<file path="config.mk">
export PLATFORM = sky130hd
export DESIGN_NAME = spl_switch_cfg
export DESIGN_NICKNAME = d
export VERILOG_FILES = /design/src/spl_pkg.sv /design/src/spl_switch_cfg.sv /design/src/spl_indicator_mux.sv
export VERILOG_INCLUDE_DIRS = /design/src
export SDC_FILE = /design/constraint.sdc
export NUM_CORES = 1
export LEC_CHECK = 0
export BUFFER_PORTS_ARGS = -buffer_cell sky130_fd_sc_hd__buf_4
export CORE_ASPECT_RATIO = 2
export CORE_MARGIN = 3
export CORE_UTILIZATION = 45
export CTS_CLUSTER_DIAMETER = 40
export DETAILED_ROUTE_END_ITERATION = 16
export GPL_TIMING_DRIVEN = 0
export PLACE_DENSITY = 0.83
export SYNTH_ARGS = -nofsm -noshare
export SYNTH_HDL_FRONTEND = slang
export SYNTH_HIERARCHICAL = 1
export SYNTH_SLANG_ARGS = --single-unit
export TNS_END_PERCENT = 100
</file>
<file path="constraint.sdc">
create_clock -name clk_i -period 4.5 [get_ports clk_i]
set_clock_uncertainty 0.05 [all_clocks]
set_input_delay 0.225 -clock clk_i [delete_from_list [all_inputs] [get_ports clk_i]]
set_output_delay 0.225 -clock clk_i [all_outputs]
set_load 0.03 [all_outputs]
</file>
<file path="src/spl_consts.svh">
`ifndef SPL_CONSTS_SVH
`define SPL_CONSTS_SVH

// Register index as printed; byte address is four times the index
`define SPL_IDX_TAG_MAP        5'h00
`define SPL_IDX_IND_MODE       5'h0A
`define SPL_ADDR_TAG_MAP       7'h00
`define SPL_ADDR_IND_MODE      7'h28

`define SPL_BIT_SEL_HI         15
`define SPL_BIT_SEL_LO         9

`define SPL_RST_IND_MODE       16'h0835
`define SPL_RST_TAG_MAP        16'hFA50
`define SPL_PRIO_W             2

`endif

</file>
<file path="src/spl_pkg.sv">
package spl_pkg;

  typedef enum logic [1:0] {
    SPL_MODE_A = 2'b00,
    SPL_MODE_B = 2'b01,
    SPL_MODE_C = 2'b10,
    SPL_MODE_D = 2'b11
  } spl_mode_t;

  typedef struct packed {
    logic link;
    logic act;
    logic full_dpx;
    logic col;
    logic speed_100;
  } spl_port_status_t;

  typedef struct packed {
    logic       valid;
    logic [2:0] tag_prio;
  } spl_frame_req_t;

  typedef struct packed {
    logic       valid;
    logic [1:0] prio;
  } spl_frame_ans_t;

endpackage

</file>
<file path="src/spl_switch_cfg.sv">
`timescale 1ns/10ps
`default_nettype none
`include "spl_consts.svh"

module spl_switch_cfg
  import spl_pkg::*;
#(
  parameter int NUM_PORTS = 2
) (
  input  wire logic             clk_i,
  input  wire logic             rst_i,
  input  wire logic [6:0]       wb_adr_i,
  input  wire logic [31:0]      wb_dat_i,
  input  wire logic [3:0]       wb_sel_i,
  input  wire logic             wb_we_i,
  input  wire logic             wb_cyc_i,
  input  wire logic             wb_stb_i,
  output logic [31:0]           wb_dat_o,
  output logic                  wb_ack_o,
  output logic                  wb_err_o,
  input  wire spl_port_status_t port_stat_i [NUM_PORTS],
  output logic [3:0]            port_ind_o  [NUM_PORTS],
  input  wire spl_frame_req_t   frame_req_i,
  output spl_frame_ans_t        frame_ans_o
);

  localparam logic [15:0] IND_RST = `SPL_RST_IND_MODE;
  localparam logic [15:0] TAG_RST = `SPL_RST_TAG_MAP;

  typedef enum logic [1:0] {
    SPL_BUS_IDLE = 2'b00,
    SPL_BUS_ACK  = 2'b01,
    SPL_BUS_ERR  = 2'b10
  } spl_bus_state_t;

  spl_bus_state_t bus_state;
  spl_bus_state_t next_bus_state;
  logic [15:0]    ind_mode_cfg;
  logic [15:0]    tag_map;
  spl_mode_t      mode;
  logic           req;
  logic           aligned;
  logic           hit_ind;
  logic           hit_tag;
  logic           wr_lo;
  logic           wr_hi;
  logic           wr_ind_lo;
  logic           wr_ind_hi;
  logic           wr_tag_lo;
  logic           wr_tag_hi;
  logic           rd;
  logic [15:0]    next_rd_word;
  logic           indicator_mode_sel_hi;
  logic           indicator_mode_sel_lo;
  logic [2:0]     ind_rsvd_14_12;
  logic [1:0]     ind_rsvd_11_10;
  logic           ind_rsvd_8;
  logic [7:0]     ind_rsvd_7_0;
  logic [1:0]     prio_for_tag_seven;
  logic [1:0]     prio_for_tag_six;
  logic [1:0]     prio_for_tag_five;
  logic [1:0]     prio_for_tag_four;
  logic [1:0]     prio_for_tag_three;
  logic [1:0]     prio_for_tag_two;
  logic [1:0]     prio_for_tag_one;
  logic [1:0]     prio_for_tag_zero;
  logic [1:0]     next_prio;

  // One request at a time; a new one waits until the answer has gone
  assign req     = wb_cyc_i & wb_stb_i & (bus_state == SPL_BUS_IDLE);
  assign aligned = (wb_adr_i[1:0] == 2'h0);
  assign hit_ind = (wb_adr_i[6:2] == `SPL_IDX_IND_MODE) & aligned;
  assign hit_tag = (wb_adr_i[6:2] == `SPL_IDX_TAG_MAP) & aligned;
  assign wr_lo   = req & wb_we_i & wb_sel_i[0];
  assign wr_hi   = req & wb_we_i & wb_sel_i[1];
  assign rd      = req & ~wb_we_i;
  // Byte lanes 2 and 3 carry nothing
  assign wr_ind_lo = hit_ind & wr_lo;
  assign wr_ind_hi = hit_ind & wr_hi;
  assign wr_tag_lo = hit_tag & wr_lo;
  assign wr_tag_hi = hit_tag & wr_hi;

  always_comb begin
    next_bus_state = SPL_BUS_IDLE;
    case (bus_state)
      SPL_BUS_IDLE: begin
        if (req & (hit_ind | hit_tag)) begin
          next_bus_state = SPL_BUS_ACK;
        end else if (req) begin
          // Unmapped addresses end with err so the master never hangs
          next_bus_state = SPL_BUS_ERR;
        end else begin
          next_bus_state = SPL_BUS_IDLE;
        end
      end
      SPL_BUS_ACK: begin
        next_bus_state = SPL_BUS_IDLE;
      end
      SPL_BUS_ERR: begin
        next_bus_state = SPL_BUS_IDLE;
      end
      default: begin
        next_bus_state = SPL_BUS_IDLE;
      end
    endcase
  end

  always_ff @(posedge clk_i) begin
    if (rst_i) begin
      bus_state <= SPL_BUS_IDLE;
    end else begin
      bus_state <= next_bus_state;
    end
  end

  // Answers come from the state, so each stands one cycle
  assign wb_ack_o = (bus_state == SPL_BUS_ACK);
  assign wb_err_o = (bus_state == SPL_BUS_ERR);

  always_comb begin
    next_rd_word = 16'h0000;
    if (hit_ind) begin
      next_rd_word = ind_mode_cfg;
    end else if (hit_tag) begin
      next_rd_word = tag_map;
    end else begin
      next_rd_word = 16'h0000;
    end
  end

  // Read data stands only in the answer cycle
  always_ff @(posedge clk_i) begin
    if (rst_i) begin
      wb_dat_o <= 32'h0000_0000;
    end else if (rd) begin
      wb_dat_o <= {16'h0000, next_rd_word};
    end else begin
      wb_dat_o <= 32'h0000_0000;
    end
  end

  // Mode selector bits
  always_ff @(posedge clk_i) begin
    if (rst_i) begin
      indicator_mode_sel_hi <= IND_RST[`SPL_BIT_SEL_HI];
    end else if (wr_ind_hi) begin
      indicator_mode_sel_hi <= wb_dat_i[`SPL_BIT_SEL_HI];
    end
  end

  // Reserved bits read back what software wrote
  always_ff @(posedge clk_i) begin
    if (rst_i) begin
      ind_rsvd_14_12 <= IND_RST[14:12];
    end else if (wr_ind_hi) begin
      ind_rsvd_14_12 <= wb_dat_i[14:12];
    end
  end

  always_ff @(posedge clk_i) begin
    if (rst_i) begin
      ind_rsvd_11_10 <= IND_RST[11:10];
    end else if (wr_ind_hi) begin
      ind_rsvd_11_10 <= wb_dat_i[11:10];
    end
  end

  always_ff @(posedge clk_i) begin
    if (rst_i) begin
      indicator_mode_sel_lo <= IND_RST[`SPL_BIT_SEL_LO];
    end else if (wr_ind_hi) begin
      indicator_mode_sel_lo <= wb_dat_i[`SPL_BIT_SEL_LO];
    end
  end

  always_ff @(posedge clk_i) begin
    if (rst_i) begin
      ind_rsvd_8 <= IND_RST[8];
    end else if (wr_ind_hi) begin
      ind_rsvd_8 <= wb_dat_i[8];
    end
  end

  always_ff @(posedge clk_i) begin
    if (rst_i) begin
      ind_rsvd_7_0 <= IND_RST[7:0];
    end else if (wr_ind_lo) begin
      ind_rsvd_7_0 <= wb_dat_i[7:0];
    end
  end

  assign ind_mode_cfg = {indicator_mode_sel_hi, ind_rsvd_14_12,
                         ind_rsvd_11_10, indicator_mode_sel_lo,
                         ind_rsvd_8, ind_rsvd_7_0};

  // Defaults 3,3,2,2,1,1,0,0 from tag 7 down to tag 0
  always_ff @(posedge clk_i) begin
    if (rst_i) begin
      prio_for_tag_seven <= TAG_RST[15:14];
    end else if (wr_tag_hi) begin
      prio_for_tag_seven <= wb_dat_i[15:14];
    end
  end

  always_ff @(posedge clk_i) begin
    if (rst_i) begin
      prio_for_tag_six <= TAG_RST[13:12];
    end else if (wr_tag_hi) begin
      prio_for_tag_six <= wb_dat_i[13:12];
    end
  end

  always_ff @(posedge clk_i) begin
    if (rst_i) begin
      prio_for_tag_five <= TAG_RST[11:10];
    end else if (wr_tag_hi) begin
      prio_for_tag_five <= wb_dat_i[11:10];
    end
  end

  always_ff @(posedge clk_i) begin
    if (rst_i) begin
      prio_for_tag_four <= TAG_RST[9:8];
    end else if (wr_tag_hi) begin
      prio_for_tag_four <= wb_dat_i[9:8];
    end
  end

  always_ff @(posedge clk_i) begin
    if (rst_i) begin
      prio_for_tag_three <= TAG_RST[7:6];
    end else if (wr_tag_lo) begin
      prio_for_tag_three <= wb_dat_i[7:6];
    end
  end

  always_ff @(posedge clk_i) begin
    if (rst_i) begin
      prio_for_tag_two <= TAG_RST[5:4];
    end else if (wr_tag_lo) begin
      prio_for_tag_two <= wb_dat_i[5:4];
    end
  end

  always_ff @(posedge clk_i) begin
    if (rst_i) begin
      prio_for_tag_one <= TAG_RST[3:2];
    end else if (wr_tag_lo) begin
      prio_for_tag_one <= wb_dat_i[3:2];
    end
  end

  always_ff @(posedge clk_i) begin
    if (rst_i) begin
      prio_for_tag_zero <= TAG_RST[1:0];
    end else if (wr_tag_lo) begin
      prio_for_tag_zero <= wb_dat_i[1:0];
    end
  end

  assign tag_map = {prio_for_tag_seven, prio_for_tag_six,
                    prio_for_tag_five, prio_for_tag_four,
                    prio_for_tag_three, prio_for_tag_two,
                    prio_for_tag_one, prio_for_tag_zero};

  // Mode 11 leaves every indicator dark
  assign mode = spl_mode_t'({indicator_mode_sel_hi,
                             indicator_mode_sel_lo});

  for (genvar p = 0; p < NUM_PORTS; p++) begin : g_port
    spl_indicator_mux u_mux (
      .clk_i  (clk_i),
      .rst_i  (rst_i),
      .mode_i (mode),
      .stat_i (port_stat_i[p]),
      .ind_o  (port_ind_o[p])
    );
  end

  always_comb begin
    next_prio = prio_for_tag_zero;
    case (frame_req_i.tag_prio)
      3'h7: begin
        next_prio = prio_for_tag_seven;
      end
      3'h6: begin
        next_prio = prio_for_tag_six;
      end
      3'h5: begin
        next_prio = prio_for_tag_five;
      end
      3'h4: begin
        next_prio = prio_for_tag_four;
      end
      3'h3: begin
        next_prio = prio_for_tag_three;
      end
      3'h2: begin
        next_prio = prio_for_tag_two;
      end
      3'h1: begin
        next_prio = prio_for_tag_one;
      end
      default: begin
        next_prio = prio_for_tag_zero;
      end
    endcase
  end

  // Valid kept apart; priority is a don't-care while no frame is offered
  always_ff @(posedge clk_i) begin
    if (rst_i) begin
      frame_ans_o.valid <= 1'b0;
    end else begin
      frame_ans_o.valid <= frame_req_i.valid;
    end
  end

  // Lookup registered; a map write lands on frames one cycle later
  always_ff @(posedge clk_i) begin
    if (rst_i) begin
      frame_ans_o.prio <= 2'h0;
    end else begin
      frame_ans_o.prio <= next_prio;
    end
  end

endmodule

`default_nettype wire

</file>
<file path="src/spl_indicator_mux.sv">
`timescale 1ns/10ps
`default_nettype none
`include "spl_consts.svh"

module spl_indicator_mux
  import spl_pkg::*;
(
  input  wire logic             clk_i,
  input  wire logic             rst_i,
  input  wire spl_mode_t        mode_i,
  input  wire spl_port_status_t stat_i,
  output logic [3:0]            ind_o
);

  logic [3:0] next_ind;

  always_comb begin
    next_ind = 4'h0;
    case (mode_i)
      SPL_MODE_A: begin
        next_ind[2] = stat_i.link | stat_i.act;
        next_ind[1] = stat_i.full_dpx | stat_i.col;
        next_ind[0] = stat_i.speed_100;
      end
      SPL_MODE_B: begin
        next_ind[2] = stat_i.speed_100 & (stat_i.link | stat_i.act);
        next_ind[1] = ~stat_i.speed_100 & (stat_i.link | stat_i.act);
        next_ind[0] = stat_i.full_dpx;
      end
      SPL_MODE_C: begin
        next_ind[3] = stat_i.act;
        next_ind[2] = stat_i.link;
        next_ind[1] = stat_i.full_dpx | stat_i.col;
        next_ind[0] = stat_i.speed_100;
      end
      // Mode 11 has no defined meaning; indicators stay dark
      default: next_ind = 4'h0;
    endcase
  end

  always_ff @(posedge clk_i) begin
    if (rst_i) begin
      ind_o <= 4'h0;
    end else begin
      ind_o <= next_ind;
    end
  end

endmodule

`default_nettype wire

</file>
After elaboration in Yosys (flattened, before gate mapping):

Cells that the tools add are included.

* equality and inequality tests: 12
* multiplexer cells: 7
* bitwise operators: 28
* reductions and logical operators: 8

Operators with widths (number)
* two-way mux 16 bit: 2
* case mux 3 bit (3 select lines): 2
* bitwise AND 1 bit: 17
* case mux 2 bit (7 select lines): 1
* equality test 3 bit (second input constant): 4
* equality test 3 x 2 -> 1 bit (second input constant): 2
* logical NOT 2 bit: 3
* inverter 1 bit: 6
* OR reduction 2 bit: 3
* equality test 5 x 4 -> 1 bit (second input constant): 1
* logical NOT 5 bit: 1
* OR 1 bit: 5
* equality test 2 x 1 -> 1 bit (second input constant): 2
* equality test 2 bit (second input constant): 2
* equality test 3 x 1 -> 1 bit (second input constant): 1
* OR reduction 3 bit: 1
* two-way mux 2 bit: 1
* two-way mux 1 bit: 1

* flip-flop bits (word level): 77
* input port bits: 62
* output and inout bits: 45
* logic and storage cells: 79

Longest topological paths before layout:

Gate-level depths: netlist of the first run.

* word-level depth: 5
* gate-level depth with buffers: 6

Modules after synthesis:

Netlist of the first run, hierarchy kept.

By module, submodules not included
* spl_switch_cfg: instances 1, cells each 251, area each 2381.0 um2
* spl_indicator_mux: instances 2, cells each 16, area each 147.6 um2

Least setup slack after synthesis of the first run:

OpenSTA, ideal clock, no wires.

* path kind: reg-to-reg
* start: reg bus_state[0]
* end: reg wb_dat_o[9]
* library setup time: 63 ps
* arrival: 1524 ps
* required time: 4387 ps
* slack: 2863 ps
* stages on the path, launching flop included: 7
* buffers on the path: 2
* clock period less this slack: 1637 ps
* path through: dfxtp_1 and4bb_2 nand2b_2 or4_4 buf_6 buf_12 nor2_2

* cells in the longest elaborated chain, start to end: 5

RTL lines
* from (decl): line spl_switch_cfg.sv:36 `spl_bus_state_t bus_state;`
* from (signal assigned): line spl_switch_cfg.sv:112 `bus_state <= next_bus_state;`
* logical NOT 2 bit: line spl_switch_cfg.sv:70 `assign req = wb_cyc_i & wb_stb_i & (bus_state == SPL_BUS_IDLE);`
* bitwise AND 1 bit: line spl_switch_cfg.sv:70
* bitwise AND 1 bit: line spl_switch_cfg.sv:76 `assign rd = req & ~wb_we_i;`
* inverter 1 bit (no source line)
* OR reduction 2 bit (no source line)
* to (signal assigned): line spl_switch_cfg.sv:136 `wb_dat_o <= {16'h0000, next_rd_word};`
* to (decl): line spl_switch_cfg.sv:18 `output logic [31:0] wb_dat_o,`

No other way between the ends.
A chain may end at the register's enable or synchronous reset.

Worst setup path in the final report of the first run:

* start: reg bus_state[0]
* end: reg ind_rsvd_7_0[2]

* cells in the longest elaborated chain, start to end: 5

RTL lines
* logical NOT 2 bit: line spl_switch_cfg.sv:70
* bitwise AND 1 bit: line spl_switch_cfg.sv:70
* bitwise AND 1 bit (2 in a row): line spl_switch_cfg.sv:74 `assign wr_lo = req & wb_we_i & wb_sel_i[0];`
* bitwise AND 1 bit: line spl_switch_cfg.sv:78 `assign wr_ind_lo = hit_ind & wr_lo;`
* to (signal assigned): line spl_switch_cfg.sv:186 `ind_rsvd_7_0 <= IND_RST[7:0];`
* to (signal assigned): line spl_switch_cfg.sv:188 `ind_rsvd_7_0 <= wb_dat_i[7:0];`
* to (decl): line spl_switch_cfg.sv:58 `logic [7:0] ind_rsvd_7_0;`

No other way between the ends.

==> summary.md, run 1 <==
| Metric | Value |
|---|---|
| Nets | `442` |
| Setup TNS | `0 ns` |
| Largest net degree at the start of global routing | `16` |
| Min Clock Period, post-route | `1.80 ns` |
| Setup bufs post-CTS | `0` |
| Endpoint class of the critical path | `register` |
| 1st-pass router iterations | `4` |
| Post-Synthesis Cells | `283` |
| Remaining antenna violation count after routing | `0` |
| Number of fill cells | `484` |
| Synth Cell Area | `0.00268 mm2` |
| Max Slew Vio Count | `0` |
| Clock Tree Buf Depth | `2` |
| First-pass GRT wire length | `10.2 mm` |
| Yosys reg bits | `61` |
| Final worst-path cycle share | `40.0%` |
| Share of post-route cells with drive strength above 1 | `31.4%` |
| Max-Cap Viols | `0` |
| Die Ht | `115 um` |
| Worst VDD drop | `0.275 mV` |
| Status | `completed` |
| CTS sink cnt | `61` |
| Cts hold-fix bufs | `0` |
| Port bufs | `71` |
| Worst-Skew Late Latency | `0.33 ns` |
| Part of the Yosys area used for sequential elements | `45.6%` |
| GR Overflow Total | `0` |
| Die area | `0.00696 mm2` |
| Post-route DRC | `0` |
| Gr usage total | `19.7%` |
| Worst Path Max Fanout | `8` |
| # rows | `39` |
| Drt total wl | `6.59 mm` |
| Synthesized area per cell | `9.46 um2` |
| CTS H-Tree Depth | `3` |
| Dpl hpwl | `4.88 mm` |
| Worst-path clk slew | `0.05 ns` |
| Via count | `2336` |
| Netlist cell types | `36` |
| Drt initial violations | `110` |
| Data arrival, critical path | `1.97 ns` |
| Crit path kind | `register to register` |
| Antenna violations before repair | `0` |
| Hold Crit Class | `input pin to register` |
| CTS root buf | `clkbuf_16` |
| Vias per cell | `5.24` |
| Initial Util | `46.5%` |
| Lkg Pwr | `1.70 nW` |
| Vias in the first global route | `2352` |
| Core area | `0.00576 mm2` |
| Crit path required time | `4.67 ns` |
| Worst Setup Start Kind | `register` |
| RSZ-0062 raised after global routing | `false` |
| TritonCTS Buffers | `9` |
| Num ports | `107` |
| Wire per inst | `14.8 um` |
| Ant diodes | `0` |
| F_max | `0.556 GHz` |
| Syn-to-layout area delta | `37.6%` |
| Final GP Congestion | `0.960` |
| Pwr Density | `398 mW/mm2` |
| Slew margin rel. | `55.7%` |
| Power consumption | `1.47 mW` |
| TritonCTS clock tree | `built` |
| Die width | `60.5 um` |
| Hold Fails Final Rpt | `0` |
| Final Setup Violations | `0` |
| Synth warn | `6` |
| Worst Tran Pin Value | `0.663 ns` |
| Post-CTS Resized | `0` |
-- worst paths after layout --
check / start / to / slack [ns] / cells past startpoint
hold reg to reg: ind_rsvd_7_0[4]$_SDFFE_PP1P_ / ind_rsvd_7_0[4]$_SDFFE_PP1P_ / 0.43 / 2
setup reg to reg: bus_state[0]$_SDFF_PP0_ / ind_rsvd_7_0[2]$_SDFFE_PP1P_ / 2.70 / 4
setup / recovery: bus_state[0]$_SDFF_PP0_ / ind_rsvd_7_0[2]$_SDFFE_PP1P_ / 2.70 / 4
hold / removal: frame_req_i[3] / frame_ans_o[2]$_SDFF_PP0_ / 0.06 / 2
-- per-layer routing --
layer  track usage [%]  wire, um
met2              36.5      3590
met1              18.3      2340
met5                 0         0
met3              4.27       414
met4              12.7       249
-- report_power, final --
part	total [mW]	switching, mW	internal, mW
registers	0.548	0.00165	0.547
logic	0.138	0.0770	0.0614
clock network	0.780	0.240	0.540
-- state kept, by name, summed over array words and instances (netlist names), 3 cells and up --
register and flops:
g_port.u_mux/ind_o 8, wb_dat_o 16, ind_rsvd_7_0 8, frame_ans_o 3, ind_rsvd_14_12 3
-- through the flow --
step / util [%] / hold WS, ns / cells / cell area, um2 / worst slack [ns]
5_1_grt: 64.0 / 0.0804 / 446 / 3680 / 2.58
3_5_place_dp: 58.0 / 0.395 / 430 / 3340 / 2.55
2_1_floorplan: - / 0.244 / 298 / 2730 / 2.86
4_1_cts: 64.0 / 0.0639 / 446 / 3680 / 2.67
6_report: 64.0 / 0.0589 / 446 / 3680 / 2.70
3_3_place_gp: 58.0 / 0.386 / 430 / 3340 / 2.66
-- cell type report --
| type | count | area [um2] | share of cell area [%] |
|---|---|---|---|
| well taps | 61 | 76.3 | 2.07 |
| inverters | 3 | 11.3 | 0.306 |
| clock inverters | 6 | 111 | 3.02 |
| clock buffers | 10 | 229 | 6.22 |
| flip-flops and latches | 61 | 1220 | 33.2 |
| multi-input cells | 202 | 1280 | 34.7 |
| plain buffers | 32 | 223 | 6.05 |
| repair buffers | 71 | 533 | 14.5 |
-- worst max-delay path, cell delays in order, from the launching register on --
cell and delay [ns]:
dfxtp_1 0.31, and4bb_2 0.35, nand4_1 0.53, mux2i_1 0.36, nand2b_1 0.08
-- cell usage after synthesis --
cell / n / area [um2]
buf_6: 2 / 22.5
nand4_1: 2 / 12.5
nand3b_1: 4 / 30.0
a32oi_1: 2 / 17.5
or4_4: 2 / 22.5
dfxtp_1: 61 / 1220
and2_1: 5 / 31.3
nand3_1: 8 / 40.0
inv_1: 3 / 11.3
buf_12: 1 / 20.0
nand2b_1: 23 / 144
a31oi_1: 2 / 12.5
a211oi_1: 2 / 15.0
buf_4: 16 / 120
a22oi_1: 16 / 120
mux2i_1: 32 / 320
o21a_1: 3 / 22.5
nor2_2: 10 / 62.6
dlymetal6s2s_1: 1 / 12.5
buf_2: 2 / 10.0
nor2b_1: 6 / 37.5
clkbuf_1: 10 / 37.5
and3_1: 2 / 12.5
o21ai_1: 2 / 10.0
nand2_1: 2 / 7.51
nor4_1: 1 / 6.26
nand2b_2: 1 / 8.76
nor4bb_1: 1 / 10.0
conb_1: 1 / 3.75
nor4b_1: 2 / 17.5
nor2_1: 43 / 161
a311oi_1: 2 / 17.5
a21boi_0: 2 / 15.0
a21oi_1: 5 / 25.0
and4bb_2: 1 / 12.5
nor3_1: 5 / 25.0
-- placed cells by master, fill, tap and decap left out, types with 3 or more instances in the layout --
master and n:
o21a_1 3, nor3_1 5, nor2b_1 6, and2_1 5
clkbuf_1 11, bufinv_16 3, nand3_1 8, nor2_1 43
a21oi_1 5, nand2b_1 23, inv_1 3, a22oi_1 16
dfxtp_1 61, nand3b_1 4, conb_1 16, nor2_2 10
mux2i_1 32, buf_4 87, clkbuf_16 9
-- kinds of logic after synthesis --
logic type | after synthesis | synth area share (%)
flops | 61 | 45.6
other cells | 1 | 0.140
mux | 32 | 12.0
compound gates | 36 | 9.54
buf+inv | 35 | 8.74
simple gates | 118 | 24.0
(Power assumes the default switching activity.)
==> run 2: changes to the inputs <==
==> constraint.sdc (replaced) <==
create_clock -name clk_i -period 1.8 [get_ports clk_i]
set_clock_uncertainty 0.05 [all_clocks]
set_input_delay 0.09 -clock clk_i [delete_from_list [all_inputs] [get_ports clk_i]]
set_output_delay 0.09 -clock clk_i [all_outputs]
set_load 0.03 [all_outputs]
==> summary.md, run 2 (synthesis results as in run 1) <==
| Metric | Value |
|---|---|
| Status | `completed` |
| Dpl hpwl | `4.88 mm (unchanged)` |
| CTS root buf | `clkbuf_16` |
| Crit path required time | `2.01 ns (-2.66 ns)` |
| Die area | `0.00696 mm2 (unchanged)` |
| Placed Cells | `430 (unchanged)` |
| Worst Tran Pin Value | `0.540 ns (-0.123 ns)` |
| Antenna violations before repair | `0 (unchanged)` |
| Hold Crit Class | `input pin to register` |
| Worst-path clk slew | `0.05 ns (about the same)` |
| Post-route met1 wirelength | `2.35 mm (+0.60%)` |
| Share of post-route cells with drive strength above 1 | `30.5% (-0.96 points)` |
| Die width | `60.5 um (unchanged)` |
| Max Slew Vio Count | `0 (unchanged)` |
| Max reg flops | `16 (unchanged)` |
| Via count | `2439 (+4.4%)` |
| Power consumption | `3.69 mW (+150%)` |
| Vias in the first global route | `2446 (+4.0%)` |
| Max-Cap Viols | `0 (unchanged)` |
| Port bufs | `71 (unchanged)` |
| Gr usage total | `20.7% (+1.0 points)` |
| Worst VDD drop | `0.705 mV (+160%)` |
| Syn-to-layout area delta | `45.5%` |
| GR Overflow Total | `0 (unchanged)` |
| TritonCTS clock tree | `built` |
| Met3 wire length | `439 um (+6.0%)` |
| Reg with most FFs | `wb_dat_o` |
| Highest routed layer | `met4` |
| 1st-pass router iterations | `4 (unchanged)` |
| RSZ-0062 raised after global routing | `false` |
| Remaining antenna violation count after routing | `0 (unchanged)` |
| Drt initial violations | `126 (+15%)` |
| # rows | `39 (unchanged)` |
| Die Ht | `115 um (unchanged)` |
| Finished Layout Cells | `468 (+4.9%)` |
| Worst Setup Start Kind | `register` |
| Final worst-path cycle share | `95.0% (+55 points)` |
| Most frequent cells in the layout | `buf_4, dfxtp_1, nor2_1` |
| Lkg Pwr | `1.79 nW (+5.5%)` |
| Worst Path Max Fanout | `10 (+2)` |
| Crit path kind | `register to register` |
| Drt total wl | `6.87 mm (+4.3%)` |
| Worst R2R Path Depth | `6 (+2)` |
| Endpoint class of the critical path | `register` |
| Post-route DRC | `0 (unchanged)` |
| Initial Util | `46.5% (unchanged)` |
| Hold path cells | `3 (+1)` |
| Num ports | `107 (unchanged)` |
| Wire per inst | `14.7 um (-0.65%)` |
| Commonest non-fill, non-tap cell in the layout | `buf_4` |
| Nets | `464 (+5.0%)` |
| Largest regs | `wb_dat_o: 16 flops, g_port.u_mux/ind_o: 8 flops, ind_rsvd_7_0: 8 flops` |
| Largest net degree at the start of global routing | `16 (unchanged)` |
| Core area | `0.00576 mm2 (unchanged)` |
| Min Clock Period, post-route | `1.71 ns (-0.0889 ns)` |
| Final GP Congestion | `0.960 (unchanged)` |
| CTS H-Tree Depth | `3 (unchanged)` |
| Ant diodes | `0 (unchanged)` |
| Met2 WL | `3.83 mm (+6.7%)` |
| Number of fill cells | `455 (-6.0%)` |
| First-pass GRT wire length | `10.7 mm (+4.9%)` |
| Worst-Skew Late Latency | `0.33 ns (about the same)` |
| Final Setup Violations | `0 (unchanged)` |
| Vias per cell | `5.21 (-0.50%)` |
| Pwr Density | `949 mW/mm2 (+140%)` |
| Data arrival, critical path | `1.92 ns (-0.05 ns)` |
| Slew margin rel. | `64.0% (+8.3 points)` |
| TritonCTS Buffers | `9 (unchanged)` |
| CTS sink cnt | `61 (unchanged)` |
| Hold Fails Final Rpt | `0 (unchanged)` |
| F_max | `0.585 GHz (+5.2%)` |
| Clock Tree Buf Depth | `2 (unchanged)` |
[run 2: cell count changes in the layout (fill, tap and decap cells not counted), sizes merged]
| cell | previous run | this run |
|---|---|---|
| dlygate4sd3 | 0 | 19 |
| buf | 92 | 95 |
[run 2: cell type report]
cell class / instances / area (um2) / share of cell area [%]
Timing Repair Buffer: 93 / 746 / 19.1
Multi-Input combinational cell: 202 / 1280 / 32.8
Sequential cell: 61 / 1220 / 31.4
Clock buffer: 10 / 229 / 5.88
Buffer: 32 / 223 / 5.72
Tap cell: 61 / 76.3 / 1.96
Clock inverter: 6 / 111 / 2.86
Inverter: 3 / 11.3 / 0.289
[run 2: power breakdown]
group          switching, mW  total, mW  internal, mW  leakage, nW
sequential           0.00431       1.37          1.37        0.495
clock                  0.592       1.94          1.35        0.163
combinational          0.201      0.382         0.182         1.14
total                  0.797       3.69          2.90         1.79
[run 2: timing repair]
action	in CTS	in global routing
hold buffers	19	0
endpoints found under the hold margin	27	0
pin swaps	0	2
gates resized for setup	0	0
buffers inserted	1	2
endpoints found under the setup margin	5	11
[run 2: routing by layer]
layer	vias to the layer above	track usage [%]
met5	-	0
met4	0	12.9
met3	24	4.27
met2	110	39.1
met1	1129	18.8
li1	1176	-
[run 2: per-stage QoR]
step / setup slack [ns] / TNS (ns) / cell area, um2 / util [%] / hold slack (ns)
2_1_floorplan: 0.163 / 0 / 2730 / - / 0.109
3_3_place_gp: 0.0451 / 0 / 3340 / 58.0 / 0.251
3_5_place_dp: -0.0112 / -0.0311 / 3340 / 58.0 / 0.260
4_1_cts: 0.0131 / 0 / 3880 / 67.4 / 0.00246
5_1_grt: 0.0315 / 0 / 3890 / 67.6 / 0.0214
6_report: 0.0905 / 0 / 3890 / 67.6 / 0.0138
[run 2: worst max-delay path, stage by stage, from the launching register on]
cell and delay, ns:
dfxtp_1 0.31, and4bb_2 0.31, nand2b_2 0.07, or4_4 0.48, buf_6 0.15, buf_12 0.14, nor2_2 0.12
[run 2: final timing paths]
| path | from | to | slack (ns) |
|---|---|---|---|
| max | bus_state[1]$_SDFF_PP0_ | wb_dat_o[4]$_SDFF_PP0_ | 0.09 |
| max reg2reg | bus_state[1]$_SDFF_PP0_ | wb_dat_o[4]$_SDFF_PP0_ | 0.09 |
| min reg2reg | ind_rsvd_7_0[4]$_SDFFE_PP1P_ | ind_rsvd_7_0[4]$_SDFFE_PP1P_ | 0.43 |
| min | port_stat_i[0] | g_port[1].u_mux/ind_o[0]$_SDFF_PP0_ | 0.01 |
